===== src/rxphy_regs.svh =====
/*
 * Offsets, field positions, reset values and serial frame counts of the
 * receive physical layer control bank.
 * Assumes inclusion by bare name; holds definitions only.
 */
`ifndef RXPHY_REGS_SVH
`define RXPHY_REGS_SVH
// ****************************************
// register offsets
// ****************************************
`define ADDR_CDR_DIV 15'h162
`define ADDR_EQ_CTRL 15'h167
`define ADDR_LANE0_GAIN 15'h168
`define ADDR_LANE1_GAIN 15'h169
`define ADDR_LANE2_GAIN 15'h16a
`define ADDR_LANE3_GAIN 15'h16b
`define ADDR_TERM_CM 15'h170
`define ADDR_TERM_CTRL 15'h171
`define ADDR_SYNC_CFG 15'h17d
`define ADDR_SYNC_TEST 15'h17e
`define ADDR_REC_MON 15'h185
`define ADDR_EQ_MON 15'h187
// ****************************************
// reset values
// ****************************************
`define RST_CDR_DIV 8'h02
`define RST_EQ_CTRL 8'h1f
`define RST_GAIN 8'h04
`define RST_TERM_CM 8'h25
`define RST_TERM_CTRL 8'h0f
`define RST_SYNC_CFG 8'h80
`define RST_SYNC_TEST 8'h00
`define RST_REC_MON 4'hf
`define RST_EQ_MON 5'h1f
// ****************************************
// field positions
// ****************************************
`define LOW_SPEED_BIT 7
`define AUTOZERO_BIT 4
`define RX_USE_BIT 5
`define SYNC_ON_BIT 7
`define TEST_ON_BIT 7
// ****************************************
// serial frame bit counts
// ****************************************
`define HEAD_LAST 5'h0f
`define DATA_FIRST 5'h10
`define FRAME_LAST 5'h17
`endif


===== src/rxphy_pkg.sv =====
/*
 * Types shared by the receive physical layer control bank.
 * Assumes nothing of its surroundings.
 */
package rxphy_pkg;
    typedef enum logic [2:0] {SPI_IDLE, SPI_HEAD, SPI_LOAD, SPI_DATA, SPI_DONE} spi_state_e;
    typedef struct packed {logic en; logic [14:0] addr; logic [7:0] data;} reg_wr_s;
    typedef struct packed {
        logic recovery_low_speed_on;
        logic [1:0] recovery_predivider_ratio;
        logic [4:0] recovery_loop_divider_ratio;
        logic equalizer_autozero_on;
        logic [3:0] equalizer_on;
        logic [3:0][2:0] equalizer_gain_sel;
        logic termination_rx_use_sel;
        logic [4:0] termination_cm_reference;
        logic [3:0] input_high_impedance;
        logic [3:0] termination_on;
        logic sync_buffer_on;
        logic [2:0] sync_buffer_cm_level;
        logic [2:0] sync_buffer_swing;
        logic sync_test_mode_on;
        logic [1:0] sync_test_source_sel;
    } phy_cfg_s;
    typedef struct packed {
        logic [2:0] meta;
        logic [2:0] sync;
        logic [2:0] prev;
        spi_state_e state;
        logic [4:0] count;
        logic [15:0] head;
        logic [7:0] dshift;
        logic [7:0] oshift;
        logic sdo_oe;
        reg_wr_s wr;
    } spi_s;
    typedef struct packed {logic [3:0] meta; logic [3:0] sync; logic out;} sync_s;
    typedef struct packed {
        phy_cfg_s cfg;
        logic [3:0] rec_meta;
        logic [3:0] rec_sync;
        logic [4:0] eq_status;
    } top_s;
endpackage


===== src/rxphy_spi_slave.sv =====
/*
 * Serial control port slave: 16-bit header (read flag, 15-bit address)
 * then one data byte, MSB first, sampled on rising serial clock.
 * Assumes the serial clock runs at most one eighth of clk_i.
 */
`timescale 1ns/10ps
`include "rxphy_regs.svh"
module rxphy_spi_slave (
    input wire logic clk_i,
    input wire logic rst_i,
    input wire logic sclk_i,
    input wire logic cs_n_i,
    input wire logic sdi_i,
    input wire logic [7:0] rd_data_i,
    output logic [14:0] rd_addr_o,
    output rxphy_pkg::reg_wr_s wr_o,
    output logic sdo_o,
    output logic sdo_oe_o
);
    import rxphy_pkg::*;
    spi_s st_reg;
    spi_s st_next;
    logic rise;
    logic fall;
    // pins at idle levels, so reset shows no false select
    localparam spi_s SPI_RST = '{meta: 3'h2, sync: 3'h2, prev: 3'h2, state: SPI_IDLE,
        count: 5'h00, head: 16'h0000, dshift: 8'h00, oshift: 8'h00, sdo_oe: 1'h0, wr: '0};
    always_comb begin
        st_next = st_reg;
        st_next.wr.en = 1'b0;
        // pin order: clock, select, data
        st_next.meta = {sclk_i, cs_n_i, sdi_i};
        st_next.sync = st_reg.meta;
        st_next.prev = st_reg.sync;
        rise = st_reg.sync[2] & ~st_reg.prev[2];
        fall = ~st_reg.sync[2] & st_reg.prev[2];
        if (st_reg.sync[1]) begin
            st_next.state = SPI_IDLE;
            st_next.count = 5'h00;
            st_next.sdo_oe = 1'b0;
        end else begin
            case (st_reg.state)
                SPI_IDLE: st_next.state = SPI_HEAD;
                SPI_HEAD: if (rise) begin
                    st_next.head = {st_reg.head[14:0], st_reg.sync[0]};
                    st_next.count = 5'(st_reg.count + 5'h01);
                    if (st_reg.count == `HEAD_LAST) st_next.state = SPI_LOAD;
                end
                SPI_LOAD: begin
                    st_next.oshift = rd_data_i;
                    st_next.sdo_oe = st_reg.head[15];
                    st_next.state = SPI_DATA;
                end
                SPI_DATA: begin
                    if (rise) begin
                        st_next.dshift = {st_reg.dshift[6:0], st_reg.sync[0]};
                        st_next.count = 5'(st_reg.count + 5'h01);
                        if (st_reg.count == `FRAME_LAST) begin
                            st_next.state = SPI_DONE;
                            st_next.wr.en = ~st_reg.head[15];
                            st_next.wr.addr = st_reg.head[14:0];
                            st_next.wr.data = {st_reg.dshift[6:0], st_reg.sync[0]};
                        end
                    end
                    if (fall && st_reg.count > `DATA_FIRST) st_next.oshift = {st_reg.oshift[6:0], 1'b0};
                end
                SPI_DONE: st_next.state = SPI_DONE;
                default: st_next.state = SPI_IDLE;
            endcase
        end
    end
    always_ff @(posedge clk_i or posedge rst_i) begin
        if (rst_i) st_reg <= SPI_RST;
        else st_reg <= st_next;
    end
    assign rd_addr_o = st_reg.head[14:0];
    assign wr_o = st_reg.wr;
    assign sdo_o = st_reg.oshift[7];
    assign sdo_oe_o = st_reg.sdo_oe;
endmodule


===== src/rxphy_sync_mux.sv =====
/*
 * Link synchronisation output source select with recovered clock test mux.
 * Assumes link_sync_i comes from logic on clk_i; rclk_i are asynchronous.
 */
`timescale 1ns/10ps
module rxphy_sync_mux (
    input wire logic clk_i,
    input wire logic rst_i,
    input wire logic [3:0] rclk_i,
    input wire logic link_sync_i,
    input wire logic buf_on_i,
    input wire logic test_on_i,
    input wire logic [1:0] sel_i,
    output logic sync_o
);
    import rxphy_pkg::*;
    sync_s st_reg;
    sync_s st_next;
    always_comb begin
        st_next.meta = rclk_i;
        st_next.sync = st_reg.meta;
        // powered-down buffer drives low
        if (!buf_on_i) st_next.out = 1'b0;
        else if (test_on_i) st_next.out = st_reg.sync[sel_i];
        else st_next.out = link_sync_i;
    end
    always_ff @(posedge clk_i or posedge rst_i) begin
        if (rst_i) st_reg <= '0;
        else st_reg <= st_next;
    end
    assign sync_o = st_reg.out;

    for (genvar k = 0; k < 4; k++) begin : g_lane

    end
endmodule


===== src/rxphy_ctrl_top.sv =====
/*
 * Receive physical layer control bank: recovery divider, equalizer,
 * termination and synchronisation buffer settings, plus monitors.
 * Assumes a serial control port master and analog lanes outside.
 */
`timescale 1ns/10ps
`include "rxphy_regs.svh"

module rxphy_ctrl_top (
    input wire logic REF_CLK_I,
    input wire logic RST_I,
    input wire logic SCLK_I,
    input wire logic CS_N_I,
    input wire logic SDI_I,
    output logic SDO_O,
    output logic SDO_OE_O,
    input wire logic LINK_SYNC_I,
    input wire logic [3:0] RECOVERED_CLOCK_I,
    input wire logic [3:0] LANE_RECOVERY_ON_I,
    output rxphy_pkg::phy_cfg_s PHY_CFG_O,
    output logic SYNC_O
);
    import rxphy_pkg::*;

    // ****************************************
    // register write decode
    // ****************************************
    function automatic phy_cfg_s apply_write(phy_cfg_s c, logic [14:0] a, logic [7:0] d);
        phy_cfg_s r;
        r = c;
        case (a)
            `ADDR_CDR_DIV: begin
                r.recovery_low_speed_on = d[`LOW_SPEED_BIT];
                r.recovery_predivider_ratio = d[6:5];
                r.recovery_loop_divider_ratio = d[4:0];
            end
            `ADDR_EQ_CTRL: begin
                // bit 5 is dropped so it always reads 0
                r.equalizer_autozero_on = d[`AUTOZERO_BIT];
                r.equalizer_on = d[3:0];
            end
            `ADDR_LANE0_GAIN: r.equalizer_gain_sel[0] = d[2:0];
            `ADDR_LANE1_GAIN: r.equalizer_gain_sel[1] = d[2:0];
            `ADDR_LANE2_GAIN: r.equalizer_gain_sel[2] = d[2:0];
            `ADDR_LANE3_GAIN: r.equalizer_gain_sel[3] = d[2:0];
            `ADDR_TERM_CM: begin
                // stored as written; software keeps it at 1
                r.termination_rx_use_sel = d[`RX_USE_BIT];
                r.termination_cm_reference = d[4:0];
            end
            `ADDR_TERM_CTRL: begin
                r.input_high_impedance = d[7:4];
                r.termination_on = d[3:0];
            end
            `ADDR_SYNC_CFG: begin
                r.sync_buffer_on = d[`SYNC_ON_BIT];
                r.sync_buffer_cm_level = d[6:4];
                r.sync_buffer_swing = d[2:0];
            end
            `ADDR_SYNC_TEST: begin
                r.sync_test_mode_on = d[`TEST_ON_BIT];
                r.sync_test_source_sel = d[5:4];
            end
            // monitors and unmapped offsets ignore writes
            default: r = c;
        endcase
        return r;
    endfunction

    // ****************************************
    // register read mux
    // ****************************************
    function automatic logic [7:0] read_reg(top_s s, logic [14:0] a);
        logic [7:0] d;
        d = 8'h00;
        case (a)
            `ADDR_CDR_DIV: begin
                d[`LOW_SPEED_BIT] = s.cfg.recovery_low_speed_on;
                d[6:5] = s.cfg.recovery_predivider_ratio;
                d[4:0] = s.cfg.recovery_loop_divider_ratio;
            end
            `ADDR_EQ_CTRL: begin
                d[`AUTOZERO_BIT] = s.cfg.equalizer_autozero_on;
                d[3:0] = s.cfg.equalizer_on;
            end
            `ADDR_LANE0_GAIN: d[2:0] = s.cfg.equalizer_gain_sel[0];
            `ADDR_LANE1_GAIN: d[2:0] = s.cfg.equalizer_gain_sel[1];
            `ADDR_LANE2_GAIN: d[2:0] = s.cfg.equalizer_gain_sel[2];
            `ADDR_LANE3_GAIN: d[2:0] = s.cfg.equalizer_gain_sel[3];
            `ADDR_TERM_CM: begin
                d[`RX_USE_BIT] = s.cfg.termination_rx_use_sel;
                d[4:0] = s.cfg.termination_cm_reference;
            end
            `ADDR_TERM_CTRL: begin
                d[7:4] = s.cfg.input_high_impedance;
                d[3:0] = s.cfg.termination_on;
            end
            `ADDR_SYNC_CFG: begin
                d[`SYNC_ON_BIT] = s.cfg.sync_buffer_on;
                d[6:4] = s.cfg.sync_buffer_cm_level;
                d[2:0] = s.cfg.sync_buffer_swing;
            end
            `ADDR_SYNC_TEST: begin
                d[`TEST_ON_BIT] = s.cfg.sync_test_mode_on;
                d[5:4] = s.cfg.sync_test_source_sel;
            end
            `ADDR_REC_MON: d[3:0] = s.rec_sync;
            `ADDR_EQ_MON: d[4:0] = s.eq_status;
            default: d = 8'h00;
        endcase
        return d;
    endfunction

    // ****************************************
    // reset state
    // ****************************************
    function automatic top_s reset_state();
        top_s s;
        s = '0;
        s.cfg = apply_write(s.cfg, `ADDR_CDR_DIV, `RST_CDR_DIV);
        s.cfg = apply_write(s.cfg, `ADDR_EQ_CTRL, `RST_EQ_CTRL);
        s.cfg = apply_write(s.cfg, `ADDR_LANE0_GAIN, `RST_GAIN);
        s.cfg = apply_write(s.cfg, `ADDR_LANE1_GAIN, `RST_GAIN);
        s.cfg = apply_write(s.cfg, `ADDR_LANE2_GAIN, `RST_GAIN);
        s.cfg = apply_write(s.cfg, `ADDR_LANE3_GAIN, `RST_GAIN);
        s.cfg = apply_write(s.cfg, `ADDR_TERM_CM, `RST_TERM_CM);
        s.cfg = apply_write(s.cfg, `ADDR_TERM_CTRL, `RST_TERM_CTRL);
        s.cfg = apply_write(s.cfg, `ADDR_SYNC_CFG, `RST_SYNC_CFG);
        s.cfg = apply_write(s.cfg, `ADDR_SYNC_TEST, `RST_SYNC_TEST);
        s.rec_meta = `RST_REC_MON;
        s.rec_sync = `RST_REC_MON;
        s.eq_status = `RST_EQ_MON;
        return s;
    endfunction

    localparam top_s TOP_RST = reset_state();

    top_s state_reg;
    top_s state_next;
    reg_wr_s wr;
    logic [14:0] rd_addr;
    logic [7:0] rd_data;

    // ****************************************
    // state update
    // ****************************************
    always_comb begin
        state_next = state_reg;
        if (wr.en) begin
            state_next.cfg = apply_write(state_reg.cfg, wr.addr, wr.data);
        end
        state_next.rec_meta = LANE_RECOVERY_ON_I;
        state_next.rec_sync = state_reg.rec_meta;
        // follows applied settings every cycle
        state_next.eq_status = {state_reg.cfg.equalizer_autozero_on,
                                state_reg.cfg.equalizer_on};
    end

    always_ff @(posedge REF_CLK_I or posedge RST_I) begin
        if (RST_I) begin
            state_reg <= TOP_RST;
        end else begin
            state_reg <= state_next;
        end
    end

    assign rd_data = read_reg(state_reg, rd_addr);
    assign PHY_CFG_O = state_reg.cfg;

    // ****************************************
    // serial port and sync output
    // ****************************************
    rxphy_spi_slave u_spi (
        .clk_i(REF_CLK_I),
        .rst_i(RST_I),
        .sclk_i(SCLK_I),
        .cs_n_i(CS_N_I),
        .sdi_i(SDI_I),
        .rd_data_i(rd_data),
        .rd_addr_o(rd_addr),
        .wr_o(wr),
        .sdo_o(SDO_O),
        .sdo_oe_o(SDO_OE_O)
    );

    rxphy_sync_mux u_sync (
        .clk_i(REF_CLK_I),
        .rst_i(RST_I),
        .rclk_i(RECOVERED_CLOCK_I),
        .link_sync_i(LINK_SYNC_I),
        .buf_on_i(state_reg.cfg.sync_buffer_on),
        .test_on_i(state_reg.cfg.sync_test_mode_on),
        .sel_i(state_reg.cfg.sync_test_source_sel),
        .sync_o(SYNC_O)
    );

    for (genvar k = 0; k < 4; k++) begin : g_gain

    end
endmodule


===== config.mk =====
export PLATFORM = sky130hd
export DESIGN_NAME = rxphy_ctrl_top
export DESIGN_NICKNAME = d
export VERILOG_FILES = /design/src/rxphy_pkg.sv /design/src/rxphy_spi_slave.sv /design/src/rxphy_sync_mux.sv /design/src/rxphy_ctrl_top.sv
export VERILOG_INCLUDE_DIRS = /design/src
export SDC_FILE = /design/constraint.sdc
export NUM_CORES = 1
export LEC_CHECK = 0
export ABC_AREA = 1
export CAP_MARGIN = 20
export CORE_UTILIZATION = 40
export CTS_CLUSTER_SIZE = 10
export DETAILED_ROUTE_END_ITERATION = 7
export DONT_BUFFER_PORTS = 1
export PLACE_DENSITY = 0.52
export SETUP_SLACK_MARGIN = 0.4
export SYNTH_ARGS = -nofsm -noshare
export SYNTH_HDL_FRONTEND = slang
export SYNTH_SLANG_ARGS = --single-unit

===== constraint.sdc =====
create_clock -name REF_CLK_I -period 6.7 [get_ports REF_CLK_I]
set_clock_uncertainty 0.1 [all_clocks]
set_input_delay 1.005 -clock REF_CLK_I [delete_from_list [all_inputs] [get_ports REF_CLK_I]]
set_output_delay 1.005 -clock REF_CLK_I [all_outputs]
set_load 0.02 [all_outputs]

==> summary.md <==
| Metric | Value |
|---|---|
| Switching share of power | `23.7%` |
| WHS Endpoint | `u_sync.st_reg[4]` |
| DRC Markers | `0` |
| Vert. Die Dim | `128 um` |
| Standard-cell rows | `45` |
| DP Area | `6240 um^2` |
| Peak Freq | `0.420 GHz` |
| Mapped Avg Cell Area | `8.66 um^2` |
| Largest family of logic cells by synthesized area | `simple AND/OR/NAND/NOR gates` |
| Number of global-route vias before repair | `4326` |
| I/O pins | `66` |
| CTS sink count | `142` |
| Crit-path cells | `inv_1, nand3_1, nor2_4, nand3_1, nand2_1, nor2_1, nand3_1, nand2_1, nand2_1, nand2_1, nand2_1` |
| Drt wl/cell | `15.9 um` |
| Cell Count, Final, Fillers Out | `914` |
| N_diodes | `0` |
| Fin nets | `707` |
| Syn_nets | `753` |
| P_sw | `0.523 mW` |
| Synth top area share | `42.8%` |
| Largest net degree at the start of global routing | `82` |
| Syn-to-layout area delta | `8.89%` |
| Hold Crit Class | `reg2reg` |
| Max VDD drop | `0.197 mV` |
| Setup TNS Final | `0 ns` |
| Largest register FFs | `49` |
| RSZ-0062 raised after global routing | `false` |
| R2R Path Start | `u_spi.rd_addr_o[12]` |
| Area leader, netlist | `dfrtp_1` |
| Adder-cell share of the synthesized area | `0.589%` |
| Crit. End Element | `register` |
| Slew @ Worst Pin | `0.994 ns` |
| Slew Limit Fails | `0` |
| Initial antenna violation count | `0` |
| Final-report hold violation count | `0` |
| Slew headroom | `33.6%` |
| Fin worst setup slack | `4.32 ns` |
| DP HPWL | `10300 um` |
| Ys flop type | `dfrtp_1` |
| Kind of critical path | `reg2reg` |
| Top-count cell post-synth | `nand2_1` |
| Startpoint types | `register` |
| Pre-CTS WS | `4.23 ns` |
| Crit. Startpoint | `u_spi.rd_addr_o[12]` |
| CTS resizes | `0` |
| Proportion of synthesized area in mux cells | `0%` |
| FF-to-FF End | `u_spi.st_reg[26]` |
| YS warnings | `0` |
| P_int | `1.69 mW` |
| Post-synthesis cell type count | `26` |
| Clock share of power | `50.5%` |
| Reg2Reg Setup Slack | `4.32 ns` |
| FF/Latch Area | `3590 um^2` |
| Async SR Flop Fraction | `100%` |
| Initial core utilization | `41.5%` |
| CTS Root Cell | `clkbuf_16` |
| CP most frequent cell | `nand2_1` |
| Inst Count DP | `882` |
| Final setup fails | `0` |
| Post-synth top cells | `180 x nand2_1, 113 x o21ai_0, 109 x dfrtp_1` |
| Die width | `128 um` |
| Slowest-stage cell, CP | `nor2_4` |
| Hold Path Stages | `0` |
| Cell area power density | `319 nW/um^2` |
| Combinational power share | `6.7%` |
| Worst r2r path cells | `11` |
| Mapped cell area | `6380 um^2` |
| ANT nets after route | `0` |
| Gr ovfl total | `0` |
| Fraction of layout cells with a size suffix above 1 | `10.4%` |
| Slowest stage delay, CP | `0.79 ns` |
| Seq cells post-synth | `142` |
| Flop pwr share | `42.8%` |
| Post-Layout Inst Area | `6940 um^2` |
| Clock buffer depth | `2` |
| Maximum Capacitance Violations | `0` |
| Pre-antenna DRT Iters | `5` |
| GRT Resource Usage Total | `18.9%` |
| CTS tree | `done` |
| Worst EP required | `6.97 ns` |
| Leading post-synthesis cells by cell area | `dfrtp_1 43%, dfstp_2 14%, nand2_1 11%` |
| EDFF count, synth | `0` |
| Clk_lat worst skew | `0.43 ns` |
| Status | `finished clean` |
| Min Hold Slack | `0.248 ns` |
| Mapped Cells | `736` |
| Post-Synth XOR/XNOR Area | `0%` |
| Fill count | `1460` |
| Reg clk slew, reported paths | `0.06 ns` |
| Htree depth | `4` |
| CP Data Arrival Time | `2.65 ns` |
| Core box area | `15400 um^2` |
| Final Wtd Congestion | `0.865` |
| Drt total wl | `14500 um` |
| Minimum clock period | `2.38 ns` |
| Post-synthesis sequential area ratio | `56.4%` |
| Initial DRC count | `322` |
| Post-CTS Hold Fix Bufs | `0` |
| First-pass GRT wire length | `23200 um` |
| Crit-path max FO | `45` |
| Postcts setup bufs | `0` |
| CTS buffer count | `17` |
| Fraction of the mapped netlist area in simple logic gates | `21.9%` |
| Area of the multi-input gates | `2080 um^2` |
| DIE AREA | `16500 um^2` |
| Vias per cell | `5.02` |
| Period utilization | `35.5%` |
| Compound-cell area share of the yosys netlist | `9.97%` |
| LEAKAGE | `2.98 nW` |
| Port Buffers | `0` |
| Hold path start | `u_sync.st_next[4]` |
| Vias after detailed routing | `4587` |
==> placed cells by master, fill, tap and decap left out, types with 4 or more instances in the layout <==
master	Yosys	routed
nand3_1	64	64
a21oi_1	7	7
inv_1	69	68
nor4_1	7	7
o21ai_0	113	113
clkinv_4	0	5
nor2_1	57	57
dfstp_2	33	33
nand2_1	180	180
nor3_1	8	8
bufinv_16	0	7
clkbuf_16	0	17
nand4_1	4	4
dfrtp_1	109	109
==> power groups by stage <==
stage	Combinational, mW	Clock (mW)	Sequential, mW
after global placement	0.149	0	0.959
after global routing	0.176	1.17	0.953
final	0.149	1.12	0.946
after detailed placement	0.149	0	0.960
after floorplan	0.119	0	0.949
after CTS	0.151	1.13	0.945
==> stage by stage <==
step                      power (mW)  util (%)
after floorplan                 1.07         -
after global placement          1.11      40.4
after detailed placement        1.11      40.6
after CTS                       2.23      45.2
after global routing            2.30      45.2
final                           2.21      45.2
==> per-layer routing <==
metal  vias to the layer above  track usage [%]  wire, um
li1                       2253                -         -
met1                      2178             25.1      6770
met2                       137             29.3      6700
met3                        19             4.88       795
met4                         0             7.96       270
met5                         -                0         0
==> final cells by class <==
cell class / count / share of cell area [%]
Clock buffer: 18 / 6.32
Clock inverter: 14 / 3.80
Inverter: 71 / 3.91
Multi-Input combinational cell: 456 / 29.9
Sequential cell: 142 / 51.8
Tap cell: 211 / 3.80
Timing Repair Buffer: 2 / 0.505
==> worst max-delay path: cells and delay by family, from the launching register on <==
family | cells | cell delay (ns)
AND/OR/NAND/NOR | 10 | 1.75
flip-flops | 1 | 0.38
buffers and inverters | 1 | 0.08
==> worst max path at each step <==
stage                            end  slack (ns)  cells after the start
floorplan               PHY_CFG_O[0]        1.84                      1
global placement       PHY_CFG_O[31]        4.27                      2
detailed placement     PHY_CFG_O[31]        4.23                      2
CTS                 u_spi.st_reg[26]        4.33                     11
global route        u_spi.st_reg[31]        4.07                     10
finish              u_spi.st_reg[26]        4.32                     11
==> kinds of logic (layout without fill, tap and decap cells) <==
logic type | after synthesis | count (layout)
fa+ha+maj | 3 | 3
buf+inv | 138 | 105
flops | 142 | 142
simple gates | 328 | 328
compound gates | 125 | 125
Power figures use the tool's default switching activity.
